### config.mk
export PLATFORM = sky130hd
export DESIGN_NAME = nvm_command_protection_ctrl
export DESIGN_NICKNAME = d
export VERILOG_FILES = /design/src/hw/pin_sync3.v /design/src/hw/nvm_command_protection_ctrl.v
export VERILOG_INCLUDE_DIRS = /design/src /design/src/hw
export SDC_FILE = /design/constraint.sdc
export NUM_CORES = 1
export LEC_CHECK = 0
export ABC_CLOCK_PERIOD_IN_PS = 1800
export BUFFER_PORTS_ARGS = -buffer_cell sky130_fd_sc_hd__clkbuf_2
export CAP_MARGIN = 20
export CORE_ASPECT_RATIO = 1.1
export CORE_MARGIN = 1.5
export CORE_UTILIZATION = 40
export CTS_CLUSTER_DIAMETER = 40
export DETAILED_ROUTE_END_ITERATION = 6
export GPL_TIMING_DRIVEN = 0
export PLACE_DENSITY_LB_ADDON = 0.25
export RECOVER_POWER = 25
export SLEW_MARGIN = 40
export SYNTH_ARGS = -nofsm -noshare
export SYNTH_HDL_FRONTEND = slang
export SYNTH_HIERARCHICAL = 1
export SYNTH_SLANG_ARGS = --single-unit
### constraint.sdc
create_clock -name i_core_clk -period 1.8 [get_ports i_core_clk]
set_input_delay 0.45 -clock i_core_clk [delete_from_list [all_inputs] [get_ports i_core_clk]]
set_output_delay 0.45 -clock i_core_clk [all_outputs]
set_load 0.1 [all_outputs]
### src/hw/nvm_cmd_prot_map.vh
// Register map, field positions, command codes and reset values of the
// memory controller command and protection block.
// Assumes an 8-bit register port with byte offsets as listed here.
`ifndef NVM_CMD_PROT_MAP_VH
`define NVM_CMD_PROT_MAP_VH

`define OFS_COMMAND_SELECT   4'h0
`define OFS_PROT_AND_MAP     4'h1
`define OFS_CTRL_STATUS      4'h2
`define OFS_IRQ_ENABLE       4'h3
`define OFS_IRQ_FLAGS        4'h4
`define OFS_READ_DATA_LO     4'h6
`define OFS_READ_DATA_HI     4'h7
`define OFS_LAST_ADDR_0      4'h8
`define OFS_LAST_ADDR_1      4'h9
`define OFS_LAST_ADDR_2      4'ha

`define RST_COMMAND_SELECT   7'h00
`define RST_PROT_AND_MAP     8'h30
`define RST_ERROR            3'h0

`define BIT_MAPPING_LOCK     7
`define BIT_MAP_HI           5
`define BIT_MAP_LO           4
`define BIT_APP_DATA_WP      2
`define BIT_BOOT_RP          1
`define BIT_APP_CODE_WP      0
`define BIT_ERROR_HI         6
`define BIT_ERROR_LO         4
`define BIT_EEPROM_BUSY      1
`define BIT_FLASH_BUSY       0
`define BIT_EEPROM_IDLE_IRQ  0

`define CMD_NO_COMMAND       7'h00
`define CMD_NO_OPERATION     7'h01
`define CMD_FLASH_WRITE      7'h02
`define CMD_FLASH_PAGE_ERASE 7'h08
`define CMD_FLASH_MPE_FIRST  7'h09
`define CMD_FLASH_MPE_LAST   7'h0d
`define CMD_EEPROM_WRITE     7'h12
`define CMD_EEPROM_ERASE_WR  7'h13
`define CMD_EEPROM_BYTE_ER   7'h18
`define CMD_EEPROM_MBE_FIRST 7'h19
`define CMD_EEPROM_MBE_LAST  7'h1d
`define CMD_WHOLE_CHIP_ERASE 7'h20
`define CMD_EEPROM_FULL_ER   7'h30

`define ERR_NONE             3'h0
`define ERR_UNSUPPORTED      3'h1
`define ERR_PROTECTED        3'h2
`define ERR_COLLISION        3'h3

`define SEC_BOOT             2'h0
`define SEC_APP_CODE         2'h1
`define SEC_APP_DATA         2'h2
`define SEC_EEPROM           2'h3

`endif

### src/hw/pin_sync3.v
// Three-stage input synchroniser for levels arriving from outside the
// core clock domain. Assumes i_core_clk and active-low async reset.
`timescale 1ns/1ps
module pin_sync3 #(
  parameter WIDTH = 1
) (
  input  wire             i_core_clk,
  input  wire             i_arst_n,
  input  wire [WIDTH-1:0] i_async,
  output wire [WIDTH-1:0] o_sync
);
  reg [WIDTH-1:0] meta_ff;
  reg [WIDTH-1:0] stage2_ff;
  reg [WIDTH-1:0] stage3_ff;
  reg [WIDTH-1:0] level_ff;
  integer         b;
  reg [WIDTH-1:0] nxt_level;

  // A bit changes only once stages two and three agree, filtering glitches.
  always @* begin
    nxt_level = level_ff;
    for (b = 0; b < WIDTH; b = b + 1) begin
      if (stage2_ff[b] == stage3_ff[b]) begin
        nxt_level[b] = stage3_ff[b];
      end
    end
  end

  always @(posedge i_core_clk or negedge i_arst_n) begin
    if (!i_arst_n) begin
      meta_ff   <= {WIDTH{1'b0}};
      stage2_ff <= {WIDTH{1'b0}};
      stage3_ff <= {WIDTH{1'b0}};
      level_ff  <= {WIDTH{1'b0}};
    end else begin
      meta_ff   <= i_async;
      stage2_ff <= meta_ff;
      stage3_ff <= stage2_ff;
      level_ff  <= nxt_level;
    end
  end

  assign o_sync = level_ff;
endmodule // pin_sync3

### src/hw/nvm_command_protection_ctrl.v
// Command, protection and mapping control of the memory controller.
// Assumes register port, store port and protection-key windows on
// i_core_clk; array busy flags and the preserve fuse arrive as pins.
`timescale 1ns/1ps
`include "nvm_cmd_prot_map.vh"

// Notes on behaviour
// - Ready flag sets whenever the EEPROM can take a new operation.
// - Interrupt is high while enable and ready flag are both set.
// - With no EEPROM operation running, controller sleeps with system.
// - A running EEPROM operation keeps memory and clock on until done.
// - The ready interrupt wakes the device from idle sleep only.
// - Protected writes without the right unlock leave the register.
// - Command register needs the self-program key, protection the I/O key.
// - Command codes 0x20 and 0x30 start their erase at once.
// - Other valid codes only arm; a store starts the operation.
// - Flash codes: 0x02 write, 0x08 page erase, 0x09-0x0d multi-page.
// - EEPROM codes 0x12, 0x13, 0x18, 0x19-0x1d; others reserved.
// - Chip erase skips EEPROM with preserve fuse; debug port only.
// - Mapping lock freezes the mapping field; cleared by reset only.
// - Mapping field picks a 32 KB section; smallest part always section 0.
// - Mapping field is writable without the unlock sequence.
// - Data write-protect blocks data section updates; reset clears it.
// - Boot read-protect: outside reads give zero, fetches give no-op.
// - Boot read-protect written from boot only; effective after leaving.
// - Error field codes 1, 2, 3; cleared by writing zero.
// - Ready flag stays set while EEPROM idles; write one clears it.
// - Code write-protect blocks code section updates; reset clears it.
module nvm_command_protection_ctrl #(
  parameter FLASH_KB = 32
) (
  input  wire        i_core_clk,
  input  wire        i_arst_n,
  input  wire [3:0]  i_reg_addr,
  input  wire [7:0]  i_reg_wdata,
  input  wire        i_reg_wr,
  input  wire        i_reg_rd,
  output wire [7:0]  o_reg_rdata,
  input  wire        i_self_program_key,
  input  wire        i_io_register_key,
  input  wire        i_from_debug_port,
  input  wire        i_exec_in_boot,
  input  wire        i_store_valid,
  input  wire [1:0]  i_store_section,
  input  wire [23:0] i_store_addr,
  input  wire [15:0] i_store_data,
  input  wire        i_array_rvalid,
  input  wire [15:0] i_array_rdata,
  input  wire        i_flash_busy_pin,
  input  wire        i_eeprom_busy_pin,
  input  wire        i_eeprom_preserve_fuse,
  input  wire        i_sleep_enter,
  input  wire        i_sleep_idle_mode,
  output wire        o_op_start,
  output wire [6:0]  o_op_cmd,
  output wire [23:0] o_op_addr,
  output wire [15:0] o_op_data,
  output wire        o_chip_erase_skip_eeprom,
  output wire [1:0]  o_data_space_section,
  output wire        o_boot_read_zero,
  output wire        o_boot_fetch_no_operation_cmd,
  output wire        o_eeprom_idle_irq,
  output wire        o_wake_request,
  output wire        o_ctrl_sleeping,
  output wire        o_keep_clock_on
);
  reg [7:0]  rdata_ff;
  reg [6:0]  command_ff;
  reg        mapping_lock_ff;
  reg [1:0]  flash_section_map_ff;
  reg        app_data_wp_ff;
  reg        boot_rp_ff;
  reg        app_code_wp_ff;
  reg [2:0]  error_ff;
  reg        irq_enable_ff;
  reg        irq_flag_ff;
  reg [15:0] data_ff;
  reg [23:0] addr_ff;
  reg        op_start_ff;
  reg [6:0]  op_cmd_ff;
  reg [23:0] op_addr_ff;
  reg [15:0] op_data_ff;
  reg        skip_ee_ff;
  reg [1:0]  section_ff;
  reg        boot_rp_active_ff;
  reg        irq_ff;
  reg        wake_ff;
  reg        sleeping_ff;
  reg        keep_clk_ff;
  reg        sleep_pending_ff;

  wire [2:0] pin_sync;
  wire       flash_busy;
  wire       eeprom_busy;
  wire       preserve_fuse;

  pin_sync3 #(
    .WIDTH (3)
  ) u_pin_sync (
    .i_core_clk (i_core_clk),
    .i_arst_n   (i_arst_n),
    .i_async    ({i_eeprom_preserve_fuse, i_eeprom_busy_pin,
                  i_flash_busy_pin}),
    .o_sync     (pin_sync)
  );

  assign flash_busy    = pin_sync[0];
  assign eeprom_busy   = pin_sync[1];
  assign preserve_fuse = pin_sync[2];

  // Command decode.
  wire [6:0] wcmd = i_reg_wdata[6:0];

  function cmd_valid;
    input [6:0] c;
    begin
      cmd_valid = (c == `CMD_NO_COMMAND) ||
                  (c == `CMD_NO_OPERATION) ||
                  (c == `CMD_FLASH_WRITE) ||
                  (c == `CMD_FLASH_PAGE_ERASE) ||
                  ((c >= `CMD_FLASH_MPE_FIRST) &&
                   (c <= `CMD_FLASH_MPE_LAST)) ||
                  (c == `CMD_EEPROM_WRITE) ||
                  (c == `CMD_EEPROM_ERASE_WR) ||
                  (c == `CMD_EEPROM_BYTE_ER) ||
                  ((c >= `CMD_EEPROM_MBE_FIRST) &&
                   (c <= `CMD_EEPROM_MBE_LAST)) ||
                  (c == `CMD_WHOLE_CHIP_ERASE) ||
                  (c == `CMD_EEPROM_FULL_ER);
    end
  endfunction

  function cmd_idle;
    input [6:0] c;
    begin
      cmd_idle = (c == `CMD_NO_COMMAND) || (c == `CMD_NO_OPERATION);
    end
  endfunction

  // Flash arming codes select the flash array; the rest target EEPROM.
  function cmd_is_flash;
    input [6:0] c;
    begin
      cmd_is_flash = (c == `CMD_FLASH_WRITE) ||
                     (c == `CMD_FLASH_PAGE_ERASE) ||
                     ((c >= `CMD_FLASH_MPE_FIRST) &&
                      (c <= `CMD_FLASH_MPE_LAST));
    end
  endfunction

  function cmd_is_eeprom;
    input [6:0] c;
    begin
      cmd_is_eeprom = (c == `CMD_EEPROM_WRITE) ||
                      (c == `CMD_EEPROM_ERASE_WR) ||
                      (c == `CMD_EEPROM_BYTE_ER) ||
                      ((c >= `CMD_EEPROM_MBE_FIRST) &&
                       (c <= `CMD_EEPROM_MBE_LAST));
    end
  endfunction

  wire wr_cmd  = i_reg_wr && (i_reg_addr == `OFS_COMMAND_SELECT);
  wire wr_prot = i_reg_wr && (i_reg_addr == `OFS_PROT_AND_MAP);
  wire wr_stat = i_reg_wr && (i_reg_addr == `OFS_CTRL_STATUS);
  wire wr_ien  = i_reg_wr && (i_reg_addr == `OFS_IRQ_ENABLE);
  wire wr_iflg = i_reg_wr && (i_reg_addr == `OFS_IRQ_FLAGS);

  // Each protected register opens only to its own key.
  wire cmd_unlocked  = wr_cmd && i_self_program_key;
  wire prot_unlocked = wr_prot && i_io_register_key;

  wire is_chip_erase = (wcmd == `CMD_WHOLE_CHIP_ERASE);
  // Chip erase from the CPU is refused as unsupported.
  wire chip_ok       = !is_chip_erase || i_from_debug_port;
  wire new_valid     = cmd_valid(wcmd) && chip_ok;
  wire collide       = cmd_unlocked && new_valid &&
                       !cmd_idle(command_ff) && !cmd_idle(wcmd) &&
                       (wcmd != command_ff);
  wire immediate     = cmd_unlocked && new_valid && !collide &&
                       (is_chip_erase ||
                        (wcmd == `CMD_EEPROM_FULL_ER));

  // A store runs the armed command if its section matches the armed array and is not write-locked.
  wire armed_flash  = cmd_is_flash(command_ff);
  wire armed_eeprom = cmd_is_eeprom(command_ff);
  wire sec_ok       = armed_eeprom ? (i_store_section == `SEC_EEPROM) :
                      (i_store_section != `SEC_EEPROM);
  wire sec_locked   = ((i_store_section == `SEC_APP_DATA) &&
                       app_data_wp_ff) ||
                      ((i_store_section == `SEC_APP_CODE) &&
                       app_code_wp_ff);
  wire store_go     = i_store_valid && (armed_flash || armed_eeprom) &&
                      sec_ok && !sec_locked;
  wire store_denied = i_store_valid && (armed_flash || armed_eeprom) &&
                      sec_ok && sec_locked;

  // Error field: a new error outranks a software clear in the same cycle.
  reg [2:0] nxt_error;
  always @* begin
    nxt_error = error_ff;
    if (wr_stat && (i_reg_wdata[`BIT_ERROR_HI:`BIT_ERROR_LO] == 3'h0)) begin
      nxt_error = `ERR_NONE;
    end
    if (cmd_unlocked && !new_valid) begin
      nxt_error = `ERR_UNSUPPORTED;
    end else if (collide) begin
      nxt_error = `ERR_COLLISION;
    end else if (store_denied) begin
      nxt_error = `ERR_PROTECTED;
    end
  end

  always @(posedge i_core_clk or negedge i_arst_n) begin
    if (!i_arst_n) begin
      command_ff <= `RST_COMMAND_SELECT;
      error_ff   <= `RST_ERROR;
    end else begin
      error_ff <= nxt_error;
      // Reserved codes are rejected so nothing is armed by them.
      if (cmd_unlocked && new_valid && !collide) begin
        command_ff <= wcmd;
      end
    end
  end

  // Protection and mapping register.
  localparam [7:0] PROT_RESET = `RST_PROT_AND_MAP;
  always @(posedge i_core_clk or negedge i_arst_n) begin
    if (!i_arst_n) begin
      mapping_lock_ff      <= PROT_RESET[`BIT_MAPPING_LOCK];
      flash_section_map_ff <= PROT_RESET[`BIT_MAP_HI:`BIT_MAP_LO];
      app_data_wp_ff       <= 1'b0;
      boot_rp_ff           <= 1'b0;
      app_code_wp_ff       <= 1'b0;
    end else begin
      // The map field ignores the key but honours the lock.
      if (wr_prot && !mapping_lock_ff) begin
        flash_section_map_ff <=
          i_reg_wdata[`BIT_MAP_HI:`BIT_MAP_LO];
      end
      // Lock and protection bits only set; nothing but reset clears them.
      if (prot_unlocked) begin
        mapping_lock_ff <= mapping_lock_ff |
                           i_reg_wdata[`BIT_MAPPING_LOCK];
        app_data_wp_ff  <= app_data_wp_ff |
                           i_reg_wdata[`BIT_APP_DATA_WP];
        app_code_wp_ff  <= app_code_wp_ff |
                           i_reg_wdata[`BIT_APP_CODE_WP];
        if (i_exec_in_boot) begin
          boot_rp_ff <= boot_rp_ff | i_reg_wdata[`BIT_BOOT_RP];
        end
      end
    end
  end

  // Interrupt control and the ready flag.
  // While the EEPROM idles the flag re-sets every cycle, so a clear
  // only sticks once an operation makes it busy.
  always @(posedge i_core_clk or negedge i_arst_n) begin
    if (!i_arst_n) begin
      irq_enable_ff <= 1'b0;
      irq_flag_ff   <= 1'b0;
    end else begin
      if (wr_ien) begin
        irq_enable_ff <= i_reg_wdata[`BIT_EEPROM_IDLE_IRQ];
      end
      if (!eeprom_busy) begin
        irq_flag_ff <= 1'b1;
      end else if (wr_iflg && i_reg_wdata[`BIT_EEPROM_IDLE_IRQ]) begin
        irq_flag_ff <= 1'b0;
      end
    end
  end

  // Data and address: software may write them; hardware records the last
  // access, and hardware updates take priority.
  always @(posedge i_core_clk or negedge i_arst_n) begin
    if (!i_arst_n) begin
      data_ff <= 16'h0000;
      addr_ff <= 24'h000000;
    end else begin
      if (i_array_rvalid) begin
        data_ff <= i_array_rdata;
      end else if (i_reg_wr && (i_reg_addr == `OFS_READ_DATA_LO)) begin
        data_ff[7:0] <= i_reg_wdata;
      end else if (i_reg_wr && (i_reg_addr == `OFS_READ_DATA_HI)) begin
        data_ff[15:8] <= i_reg_wdata;
      end
      if (i_store_valid) begin
        addr_ff <= i_store_addr;
      end else if (i_reg_wr && (i_reg_addr == `OFS_LAST_ADDR_0)) begin
        addr_ff[7:0] <= i_reg_wdata;
      end else if (i_reg_wr && (i_reg_addr == `OFS_LAST_ADDR_1)) begin
        addr_ff[15:8] <= i_reg_wdata;
      end else if (i_reg_wr && (i_reg_addr == `OFS_LAST_ADDR_2)) begin
        addr_ff[23:16] <= i_reg_wdata;
      end
    end
  end

  // Array command issue.
  always @(posedge i_core_clk or negedge i_arst_n) begin
    if (!i_arst_n) begin
      op_start_ff <= 1'b0;
      op_cmd_ff   <= `CMD_NO_COMMAND;
      op_addr_ff  <= 24'h000000;
      op_data_ff  <= 16'h0000;
      skip_ee_ff  <= 1'b0;
    end else begin
      op_start_ff <= immediate || store_go;
      if (immediate) begin
        op_cmd_ff  <= wcmd;
        skip_ee_ff <= is_chip_erase && preserve_fuse;
      end else if (store_go) begin
        op_cmd_ff  <= command_ff;
        op_addr_ff <= i_store_addr;
        op_data_ff <= i_store_data;
        skip_ee_ff <= 1'b0;
      end
    end
  end

  // Mapping output; a part with one section maps it whatever the field.
  wire [1:0] map_sel = (FLASH_KB <= 32) ? 2'h0 :
                       (FLASH_KB <= 64) ? {1'b0, flash_section_map_ff[0]} :
                       flash_section_map_ff;

  // Boot read protection only bites once code has left the boot section,
  // so the boot loader can finish after setting the bit.
  always @(posedge i_core_clk or negedge i_arst_n) begin
    if (!i_arst_n) begin
      section_ff        <= 2'h0;
      boot_rp_active_ff <= 1'b0;
    end else begin
      section_ff <= map_sel;
      if (!boot_rp_ff) begin
        boot_rp_active_ff <= 1'b0;
      end else if (!i_exec_in_boot) begin
        boot_rp_active_ff <= 1'b1;
      end
    end
  end

  // Interrupt, wake and sleep handshake.
  wire ee_op_running = eeprom_busy;
  always @(posedge i_core_clk or negedge i_arst_n) begin
    if (!i_arst_n) begin
      irq_ff           <= 1'b0;
      wake_ff          <= 1'b0;
      sleeping_ff      <= 1'b0;
      keep_clk_ff      <= 1'b0;
      sleep_pending_ff <= 1'b0;
    end else begin
      irq_ff  <= irq_enable_ff && irq_flag_ff;
      wake_ff <= irq_enable_ff && irq_flag_ff &&
                 i_sleep_enter && i_sleep_idle_mode;
      if (!i_sleep_enter) begin
        sleep_pending_ff <= 1'b0;
        sleeping_ff      <= 1'b0;
        keep_clk_ff      <= 1'b0;
      end else if (ee_op_running) begin
        // Memory and clocks stay up until the EEPROM operation ends.
        sleep_pending_ff <= 1'b1;
        sleeping_ff      <= 1'b0;
        keep_clk_ff      <= 1'b1;
      end else begin
        sleep_pending_ff <= 1'b0;
        sleeping_ff      <= 1'b1;
        keep_clk_ff      <= 1'b0;
      end
    end
  end

  // Register read mux; unmapped offsets read zero.
  reg [7:0] nxt_rdata;
  always @* begin
    case (i_reg_addr)
      `OFS_COMMAND_SELECT: nxt_rdata = {1'b0, command_ff};
      `OFS_PROT_AND_MAP:   nxt_rdata = {mapping_lock_ff, 1'b0,
                                        flash_section_map_ff, 1'b0,
                                        app_data_wp_ff, boot_rp_ff,
                                        app_code_wp_ff};
      `OFS_CTRL_STATUS:    nxt_rdata = {1'b0, error_ff, 2'b00,
                                        eeprom_busy, flash_busy};
      `OFS_IRQ_ENABLE:     nxt_rdata = {7'h00, irq_enable_ff};
      `OFS_IRQ_FLAGS:      nxt_rdata = {7'h00, irq_flag_ff};
      `OFS_READ_DATA_LO:   nxt_rdata = data_ff[7:0];
      `OFS_READ_DATA_HI:   nxt_rdata = data_ff[15:8];
      `OFS_LAST_ADDR_0:    nxt_rdata = addr_ff[7:0];
      `OFS_LAST_ADDR_1:    nxt_rdata = addr_ff[15:8];
      `OFS_LAST_ADDR_2:    nxt_rdata = addr_ff[23:16];
      default:             nxt_rdata = 8'h00;
    endcase
  end

  // Read data holds only in the cycle after the strobe, zero otherwise.
  always @(posedge i_core_clk or negedge i_arst_n) begin
    if (!i_arst_n) begin
      rdata_ff <= 8'h00;
    end else begin
      rdata_ff <= i_reg_rd ? nxt_rdata : 8'h00;
    end
  end

  assign o_reg_rdata              = rdata_ff;
  assign o_op_start               = op_start_ff;
  assign o_op_cmd                 = op_cmd_ff;
  assign o_op_addr                = op_addr_ff;
  assign o_op_data                = op_data_ff;
  assign o_chip_erase_skip_eeprom = skip_ee_ff;
  assign o_data_space_section     = section_ff;
  assign o_boot_read_zero         = boot_rp_active_ff;
  assign o_boot_fetch_no_operation_cmd        = boot_rp_active_ff;
  assign o_eeprom_idle_irq        = irq_ff;
  assign o_wake_request           = wake_ff;
  assign o_ctrl_sleeping          = sleeping_ff;
  assign o_keep_clock_on          = keep_clk_ff;
endmodule // nvm_command_protection_ctrl

== Word level (Yosys, flattened, before mapping) ==
Cells that the tools add are included.
Widths: inputs -> output; s select.

* Register bits: 132
* Latch bits: 0
* RAM bits: 0
* ROM bits: 0
* Bits of input ports: 85
* Output and inout bits: 65
* Word-level logic and storage cells: 190
* Memories kept: 0

* $add $sub $neg: 0
* Multipliers: 0
* Divide/modulo/power cells: 0
* Magnitude comparators: 8
* Equal/unequal tests: 36
* Shift-type cells: 0
* Mux-type cells: 29
* Bitwise operators: 5
* Reduce and logical (&&, ||, !) cells: 81

{| class="wikitable"
|+ Operators by type and width
! kind !! number
|-
| $pmux 8 s10 || 1
|-
| $mux 8 || 8
|-
| $eq 7x5->1 const B || 6
|-
| $logic_and 1x1->1 || 37
|-
| $mux 16 || 2
|-
| $mux 24 || 1
|-
| $logic_or 1x1->1 || 21
|-
| $eq 7x1->1 const B || 2
|-
| $eq 7x2->1 const B || 2
|-
| $eq 7x4->1 const B || 2
|-
| $eq 7x6->1 const B || 2
|-
| $ge 7x4->1 const B || 2
|-
| $ge 7x5->1 const B || 2
|-
| $le 7x4->1 const B || 2
|-
| $le 7x5->1 const B || 2
|-
| $logic_not 7->1 || 2
|-
| $mux 7 || 2
|-
| $eq 4x3->1 const B || 3
|-
| $eq 4x4->1 const B || 3
|-
| $mux 3 || 4
|-
| $ne 2x2->1 const B || 6
|-
| $reduce_bool 2->1 || 6
|-
| $mux 1 || 11
|-
| $eq 4x2->1 const B || 2
|-
| 13 further kinds || 28
|}

== Depth between registers and ports, before layout ==
Gate-level depths: netlist of run 1.

* Word-level depth: 21
* Gate-level depth with buffers: 7
* Mapped depth without buffers: 5

== Cells and area by module ==
Netlist of run 1, hierarchy kept.

{| class="wikitable"
|+ Modules (own cells, without submodules)
! module !! instances !! cells an instance !! area an instance (um^2)
|-
| nvm_command_protection_ctrl || 1 || 506 || 5665.4
|-
| pin_sync3 || 1 || 15 || 334.1
|}

== Least setup slack after synthesis of run 1 ==
Ideal clock, no wire load.

* Path type: input to register
* Start: input i_reg_wdata[6]
* End: register command_ff[0]
* Data arrival time: 1.982 ns
* Data required time: 1.675 ns
* Setup slack: -0.307 ns
* Stages: 7
* Buffers on the path: 2
* Cell sequence: buf_6 -> xor2_1 -> nor4_2 -> a21oi_2 -> or3b_1 -> buf_6 -> mux2_4

* Cells in the longest elaborated chain, start to end: 18
* Elaborated cells between the ends (all ways): 36
* Those cells by class: order compare (4); eq/ne (9); reduce/logical (23)

{| class="wikitable"
|+ RTL lines
! element !! line !! source
|-
| from (decl) || nvm_command_protection_ctrl.v:35 || <nowiki>input wire [7:0] i_reg_wdata,</nowiki>
|-
| branches (longest 17 deep; another with $ge 7x4->1) || n/a ||
|-
| $logic_and 1x1->1 * || nvm_command_protection_ctrl.v:220 || <nowiki>if (cmd_unlocked && new_valid && !collide) begin</nowiki>
|-
| to (signal assigned) || nvm_command_protection_ctrl.v:215 || <nowiki>command_ff <= `RST_COMMAND_SELECT;</nowiki>
|-
| to (signal assigned) || nvm_command_protection_ctrl.v:221 || <nowiki>command_ff <= wcmd;</nowiki>
|-
| to (decl) || nvm_command_protection_ctrl.v:68 || <nowiki>reg [6:0] command_ff;</nowiki>
|}

Mark *: on every way between the ends.
A chain may end at the register's enable or synchronous reset.

== Worst setup path after layout of run 1 ==
* Start: register command_ff[0]
* End: register command_ff[1]

* Cells in the longest elaborated chain, start to end: 8
* Elaborated cells between the ends (all ways): 10
* Those cells by class: eq/ne (2); reduce/logical (8)

{| class="wikitable"
|+ RTL lines
! element !! line !! source
|-
| $eq 7x1->1 (no source line) or $logic_not 7->1 (tied branches) || n/a ||
|-
| $logic_or 1x1->1 || nvm_command_protection_ctrl.v:136 || <nowiki>cmd_idle = (c == `CMD_NO_COMMAND) || (c == `CMD_NO_OPERATION);</nowiki>
|-
| $logic_not 1->1 || nvm_command_protection_ctrl.v:177 || <nowiki>!cmd_idle(command_ff) && !cmd_idle(wcmd) &&</nowiki>
|-
| $logic_and 1x1->1 || nvm_command_protection_ctrl.v:176 || <nowiki>wire collide = cmd_unlocked && new_valid &&</nowiki>
|-
| $logic_and 1x1->1 || nvm_command_protection_ctrl.v:177 ||
|-
| $logic_and 1x1->1 * || nvm_command_protection_ctrl.v:177 ||
|-
| $logic_not 1->1 * || nvm_command_protection_ctrl.v:220 ||
|-
| $logic_and 1x1->1 * || nvm_command_protection_ctrl.v:220 ||
|}

Mark *: on every way between the ends. The rest lies on a longest branch, timed or not.

==> metrics.cfg, run 1 <==
[critical_path]
worstPathArrival_ps = 2250
start_kind = flip-flop
endpoint_kind = flip-flop
critPathMaxStageDelay_ps = 410
crit_required_ps = 2100
reg2reg_depth = 6
slowest_stage = dfrtp_2
cp_cell_sequence = xor2_1 > nor4_2 > a21oi_2 > or3b_1 > buf_6 > mux2_4
worstPathMaxFanout = 7
critPathKind = reg2reg

[drt]
drtIter0Drc = 216
met2_length_um = 8302
wire_per_inst_um = 18.82
routed_wl_um = 17110
routed_via_density = 5.282
vias = 4801
route.detailed.drc = 0
top_layer = met4
wl_met1_um = 7329
wl_met3_um = 1144
first_pass_iters = 6
ant_nets = 0

[final_layout]
n_fill_cell = 1312
final_cell_mix = clkbuf_2, dfrtp_1, nand2_1
mostFrequentLayoutCell = clkbuf_2
drive_above_1_share = 0.4282
final_nets = 789
num_antenna_cells = 0
finish.instance_area_um2 = 7965
multi_input_area_um2 = 2605
seqCellArea_um2 = 3287
area_growth_pct = 32.76

[synthesis]
syn_area_per_cell_um2 = 11.52
synth_compound_area_frac = 0.1078
synth_edf_count = 0
seq_area_frac_synth = 0.5468
yosys.area_share.simple = 0.1062
ys.flop_type = dfrtp_1
synth.distinct_cells = 57
synthXorXnorAreaFrac = 0.01022
netlist_instances = 521
synthMuxAreaShare = 0.1854
synth_adder_area_share = 0.005631
synth-async-reset-ratio = 1.000
synth_warnings = 6
synth_area_um2 = 6000
ys_ff_latch = 131
synth_top_family_by_area = multiplexers

[power_and_ir_drop]
ir_worst_vdd_uv = 1914
p_leak_nw = 3.932
p_per_area_nw_per_um2 = 1578

[sta]
slew_headroom = -0.07413
fin_crit_sh = 1.086
whs_ps = 134.5
tightest_slew_ps = 1611
clock.fmax_mhz = 511.7
setup_slack_ps = -154.1
period_needed_ps = 1954
drv_slew = 63
fin_worst_skew_ps = 7.741
setup_viol = 27
rsz0062_at_grt = true
finalHoldViolations = 0

[grt]
grt_pass1_wl_um = 26740
grt_pass1_vias = 4998
grt_max_degree = 70
antenna_found_initial = 0
grt_overflow = 0
track_usage = 0.2218

[flow_run]
cap_violations = 1

[floorplan]
die_area_um2 = 15740
die_x_um = 119.8
rows = 46
core_area_um2 = 14560
pin_count = 150
start_util = 0.4120
die_h_um = 131.4

[cts]
cts_sinks = 131
cts-buffers-inserted = 17
clkTransAtPathRegs_ps = 50
cts_max_level = 4
root_buffer = clkbuf_16
cts_tree = yes
postCtsHoldBufs = 0
clock_path_buffers = 2
clk-insertion-delay-late_ps = 420

[status]
status = finished with violations
violations = capacitance limit, slew limit, setup timing

[placed_design]
placed_area_um2 = 7046
port_buffers = 145
dp_hpwl_um = 12020
gp_congestion = 0.8830

[worst_hold_path]
holdCritPathClass = in2reg
hold_depth = 1

## cell families (layout without fill, tap and decap cells)
logic type,count (synthesis),after routing
adders and majority gates,3,3
buffers and inverters,43,238
AOI/OAI and AO/OA,102,102
and+or+nand+nor,132,132
other,1,2
DFF,131,131
xor gates and xnor gates,7,7
muxes,102,102
## final timing paths
kind / startpoint / endpoint / slack [ps]
max in group asynchronous: i_arst_n / command_ff[0]$_DFFE_PN0P_ / 300
max: command_ff[0]$_DFFE_PN0P_ / command_ff[1]$_DFFE_PN0P_ / -150
max reg2reg: command_ff[0]$_DFFE_PN0P_ / command_ff[1]$_DFFE_PN0P_ / -150
min in group asynchronous: i_arst_n / o_op_addr[1]$_DFFE_PN0P_ / 440
min: i_eeprom_preserve_fuse / u_pin_sync/meta_ff[2]$_DFF_PN0_ / 130
min reg2reg: u_pin_sync/meta_ff[2]$_DFF_PN0_ / u_pin_sync/stage2_ff[2]$_DFF_PN0_ / 350
## state kept, by name, indices dropped and copies added (netlist names), 2 cells and up
signal,flops
o_op_cmd,7
u_pin_sync/o_sync,3
command_ff,7
error_ff,2
u_pin_sync/stage3_ff,3
u_pin_sync/stage2_ff,3
flash_section_map_ff,2
u_pin_sync/meta_ff,3
data_ff,16
o_op_addr,24
o_op_data,16
o_reg_rdata,8
addr_ff,24
## stage by stage
step           worst slack [ps]  cells  TNS [ps]  power [mW]  utilization
2_1_floorplan            -219.1    522     -1422       8.285            -
3_3_place_gp              -1693    859   -270290       9.201       0.4810
3_5_place_dp             -573.8    860    -41160       9.282       0.4838
4_1_cts                  -119.4    901    -836.1       12.58       0.5330
5_1_grt                  -190.4    909     -4645       13.06       0.5470
6_report                 -154.1    909     -1221       12.57       0.5470
## where the power goes
group          internal [mW]  switching, mW  leakage [nW]
logic                   1.04           4.37          2.02
registers               3.59          0.373          1.64
clock network           1.95           1.24         0.269
total                   6.58           5.99          3.93
## Yosys cell counts, types with 3 or more instances
cell type / number / share of area
buf_6: 3 / 0.0056
mux2i_1: 47 / 0.078
or2_2: 3 / 0.0031
and3_1: 7 / 0.0073
inv_1: 4 / 0.0025
a22oi_1: 5 / 0.0063
and2_1: 6 / 0.0063
dfrtp_1: 129 / 0.54
clkbuf_1: 17 / 0.011
a22o_1: 6 / 0.0088
mux2_2: 49 / 0.092
a222oi_1: 4 / 0.0067
buf_2: 10 / 0.0083
maj3_2: 3 / 0.0056
xor2_1: 7 / 0.010
nor3_1: 6 / 0.0050
a21oi_1: 8 / 0.0067
buf_4: 6 / 0.0075
nor2b_1: 6 / 0.0063
nand2_1: 61 / 0.038
mux2_4: 6 / 0.015
o21ai_0: 54 / 0.045
nand2b_1: 5 / 0.0052
nand3_1: 8 / 0.0067
a21o_1: 3 / 0.0038
nor2_1: 19 / 0.012
## per-layer routing
layer  GRT usage  vias to the layer above
met3     0.06641                       23
met4     0.07474                        0
met5           0                        -
li1            -                     2221
met1      0.2801                     2376
met2      0.3630                      181
## worst max-delay path: cells and delay by family (launching register included)
family	cells	cell delay, ps
DFF	1	410
xor gates and xnor gates	1	160
AOI/OAI and AO/OA	1	110
muxes	1	290
and+or+nand+nor	2	710
buffers and inverters	1	160
## area by class of cell
| type | instances | share of cell area |
|---|---|---|
| repair buffers | 164 | 0.1232 |
| clock buffers | 22 | 0.05828 |
| multi-input cells | 348 | 0.3271 |
| inverters | 4 | 0.001885 |
| plain buffers | 38 | 0.03629 |
| flip-flops and latches | 131 | 0.4127 |
| clock inverters | 10 | 0.01052 |
| well taps | 192 | 0.03016 |
## what timing repair did
action                                  in CTS  in global routing
gates cloned                                 0                  4
pin swaps                                    5                  7
resized for setup                           28                 22
setup buffers                               10                  4
endpoints found under the setup margin      74                 77
Note: power is estimated with default switching activity, not from simulation.
==> run 2, diff against run 1 <==
--- a/config.mk
+++ b/config.mk
@@ -15,7 +15,7 @@
 export CTS_CLUSTER_DIAMETER = 40
 export DETAILED_ROUTE_END_ITERATION = 6
 export GPL_TIMING_DRIVEN = 0
-export PLACE_DENSITY_LB_ADDON = 0.25
+export PLACE_DENSITY_LB_ADDON = 0.12
 export RECOVER_POWER = 25
 export SLEW_MARGIN = 40
 export SYNTH_ARGS = -nofsm -noshare
==> run 2 against run 1 <==
The run still ends with capacitance limit, slew limit, setup timing left. Global-route usage down 0.095 points. Hold slack better by 5.2 ps. Clock-buffer cell count up 1. Sequential share of layout area up 0.67 points. Fmax up 0.76%. Sequential cell count unchanged. Sequential power about the same. Final cell count down 1.1%. Routed wire length down 3.6%.
==> metrics.cfg, run 2 (synthesized netlist as in run 1, its figures left out) <==
[status]
status = finished with violations  ; unchanged
violations = capacitance limit, slew limit, setup timing  ; unchanged

[final_layout]
area_growth_pct = 30.66  ; was 32.76%
drive_above_1_share = 0.4286  ; was 0.4282
fin_cells = 899  ; was 909
final_nets = 780  ; was 789
final_cell_mix = clkbuf_2, dfrtp_1, nand2_1  ; unchanged
fin_util = 0.5383  ; was 0.5470
num_antenna_cells = 0  ; unchanged
mostFrequentLayoutCell = clkbuf_2  ; unchanged
finish.instance_area_um2 = 7839  ; was 7965 µm²

[drt]
first_pass_iters = 5  ; was 6
vias = 4661  ; was 4801
ant_nets = 0  ; unchanged
wire_per_inst_um = 18.35  ; was 18.82 µm
routed_wl_um = 16490  ; was 17110 µm
route.detailed.drc = 0  ; unchanged
routed_via_density = 5.185  ; was 5.282
drtIter0Drc = 234  ; was 216

[worst_hold_path]
holdCritPathClass = in2reg  ; unchanged
hp-start = i_eeprom_busy_pin  ; was i_eeprom_preserve_fuse
hold_depth = 1  ; unchanged
min_to = u_pin_sync/meta_ff[1]$_DFF_PN0_  ; was u_pin_sync/meta_ff[2]$_DFF_PN0_

[grt]
grt_max_degree = 69  ; was 70
antenna_found_initial = 0  ; unchanged
grt_pass1_wl_um = 26720  ; was 26740 µm
grt_overflow = 0  ; unchanged
track_usage = 0.2209  ; was 0.2218
grt_pass1_vias = 4926  ; was 4998

[sta]
finalHoldViolations = 0  ; unchanged
period_needed_ps = 1939  ; was 1954 ps
fin_worst_skew_ps = 4.763  ; was 7.741 ps
slew_headroom = -0.1147  ; was -0.07413
tightest_slew_ps = 1672  ; was 1611 ps
setup_slack_ps = -139.4  ; was -154.1 ps
setup_viol = 38  ; was 27
rsz0062_at_grt = true  ; unchanged
whs_ps = 139.7  ; was 134.5 ps
drv_slew = 64  ; was 63
fin_crit_sh = 1.077  ; was 1.086
clock.fmax_mhz = 515.6  ; was 511.7 MHz

[floorplan]
die_x_um = 119.8  ; unchanged
pin_count = 150  ; unchanged
core_area_um2 = 14560  ; unchanged
start_util = 0.4120  ; unchanged
die_area_um2 = 15740  ; unchanged
die_h_um = 131.4  ; unchanged
rows = 46  ; unchanged

[critical_path]
reg2reg_depth = 6  ; unchanged
endpoint_kind = flip-flop  ; unchanged
start_kind = flip-flop  ; unchanged
r2r-start = command_ff[4]$_DFFE_PN0P_  ; was command_ff[0]$_DFFE_PN0P_
crit_required_ps = 2100  ; about the same
rrSetupSlack_ps = -140  ; was -150 ps
worstPathMaxFanout = 7  ; unchanged
r2r-end = command_ff[3]$_DFFE_PN0P_  ; was command_ff[1]$_DFFE_PN0P_
worstPathArrival_ps = 2230  ; was 2250 ps
critPathKind = reg2reg  ; unchanged

[power_and_ir_drop]
ir_worst_vdd_uv = 1405  ; was 1914 µV
total_power_mw = 12.79  ; was 12.57 mW
p_per_area_nw_per_um2 = 1632  ; was 1578 nW/µm²
p_leak_nw = 3.904  ; was 3.932 nW

[placed_design]
placed_area_um2 = 7046  ; unchanged
port_buffers = 145  ; unchanged
gp_congestion = 0.8813  ; was 0.8830
place_inst = 860  ; unchanged
dp_hpwl_um = 11810  ; was 12020 µm

[cts]
clkTransAtPathRegs_ps = 60  ; was 50 ps
postCtsHoldBufs = 0  ; unchanged
cts_sinks = 131  ; unchanged
clk-insertion-delay-late_ps = 420  ; about the same
root_buffer = clkbuf_16  ; unchanged
cts_max_level = 4  ; unchanged
cts-buffers-inserted = 17  ; unchanged
cts_tree = yes  ; unchanged
clock_path_buffers = 2  ; unchanged

[flow_run]
cap_violations = 1  ; unchanged

[run 2: changes by cell type in the layout (fill, tap and decap cells not counted), sizes merged]
cell    before  now
buf         36   33
clkbuf     188  183
clkinv       7    4
bufinv       1    2
[run 2: repair_timing]
action | 4_1_cts | 5_1_grt
setup buffers | 10 | 1
gates resized for setup | 19 | 24
setup endpoints to repair | 73 | 85
cloned | 0 | 0
pin swaps | 4 | 2
endpoints found under the hold margin | 0 | 0
[run 2: final cells by class]
| cell class | instances | area, µm² |
|---|---|---|
| inverter | 4 | 15.01 |
| clock inverter | 8 | 98.84 |
| multi-input combinational | 348 | 2604 |
| sequential | 131 | 3287 |
| fill | 1296 | 6723 |
| timing repair buffer | 156 | 835.8 |
| clock buffer | 23 | 508.0 |
| tap | 192 | 240.2 |
| buffer | 37 | 250.2 |
[run 2: worst max-delay path by stage]
stage / start / end
final: command_ff[4]$_DFFE_PN0P_ / command_ff[3]$_DFFE_PN0P_
after global routing: command_ff[1]$_DFFE_PN0P_ / command_ff[3]$_DFFE_PN0P_
after CTS: command_ff[0]$_DFFE_PN0P_ / command_ff[3]$_DFFE_PN0P_
after detailed placement: i_reg_addr[0] / addr_ff[13]$_DFFE_PN0P_
after global placement: i_arst_n / o_op_addr[15]$_DFFE_PN0P_
after floorplan: i_reg_wdata[3] / command_ff[0]$_DFFE_PN0P_
[run 2: stage by stage]
step / setup TNS, ps / setup slack (ps)
CTS: -4229 / -128.4
global route: -6811 / -231.0
detailed placement: -42580 / -644.3
global placement: -283180 / -1778
finish: -1932 / -139.4
floorplan: -1422 / -219.1
[run 2: per-layer routing]
layer,vias up,track usage,wire length (µm)
li1,2191,-,-
met1,2264,0.2934,7231
met2,179,0.3512,7848
met3,27,0.05642,1053
met4,0,0.07606,361
met5,-,0,0
[run 2: power by group]
part	internal [mW]	switching, mW
logic	0.990	4.35
registers	3.58	0.356
clock network	2.25	1.26
total	6.82	5.97
[run 2: critical path, stage by stage, from the launching register on]
cell and delay [ps]:
dfrtp_2 490, xor2_1 180, nor3_2 220, a21oi_2 90
or3b_1 370, buf_6 160, mux2_4 300
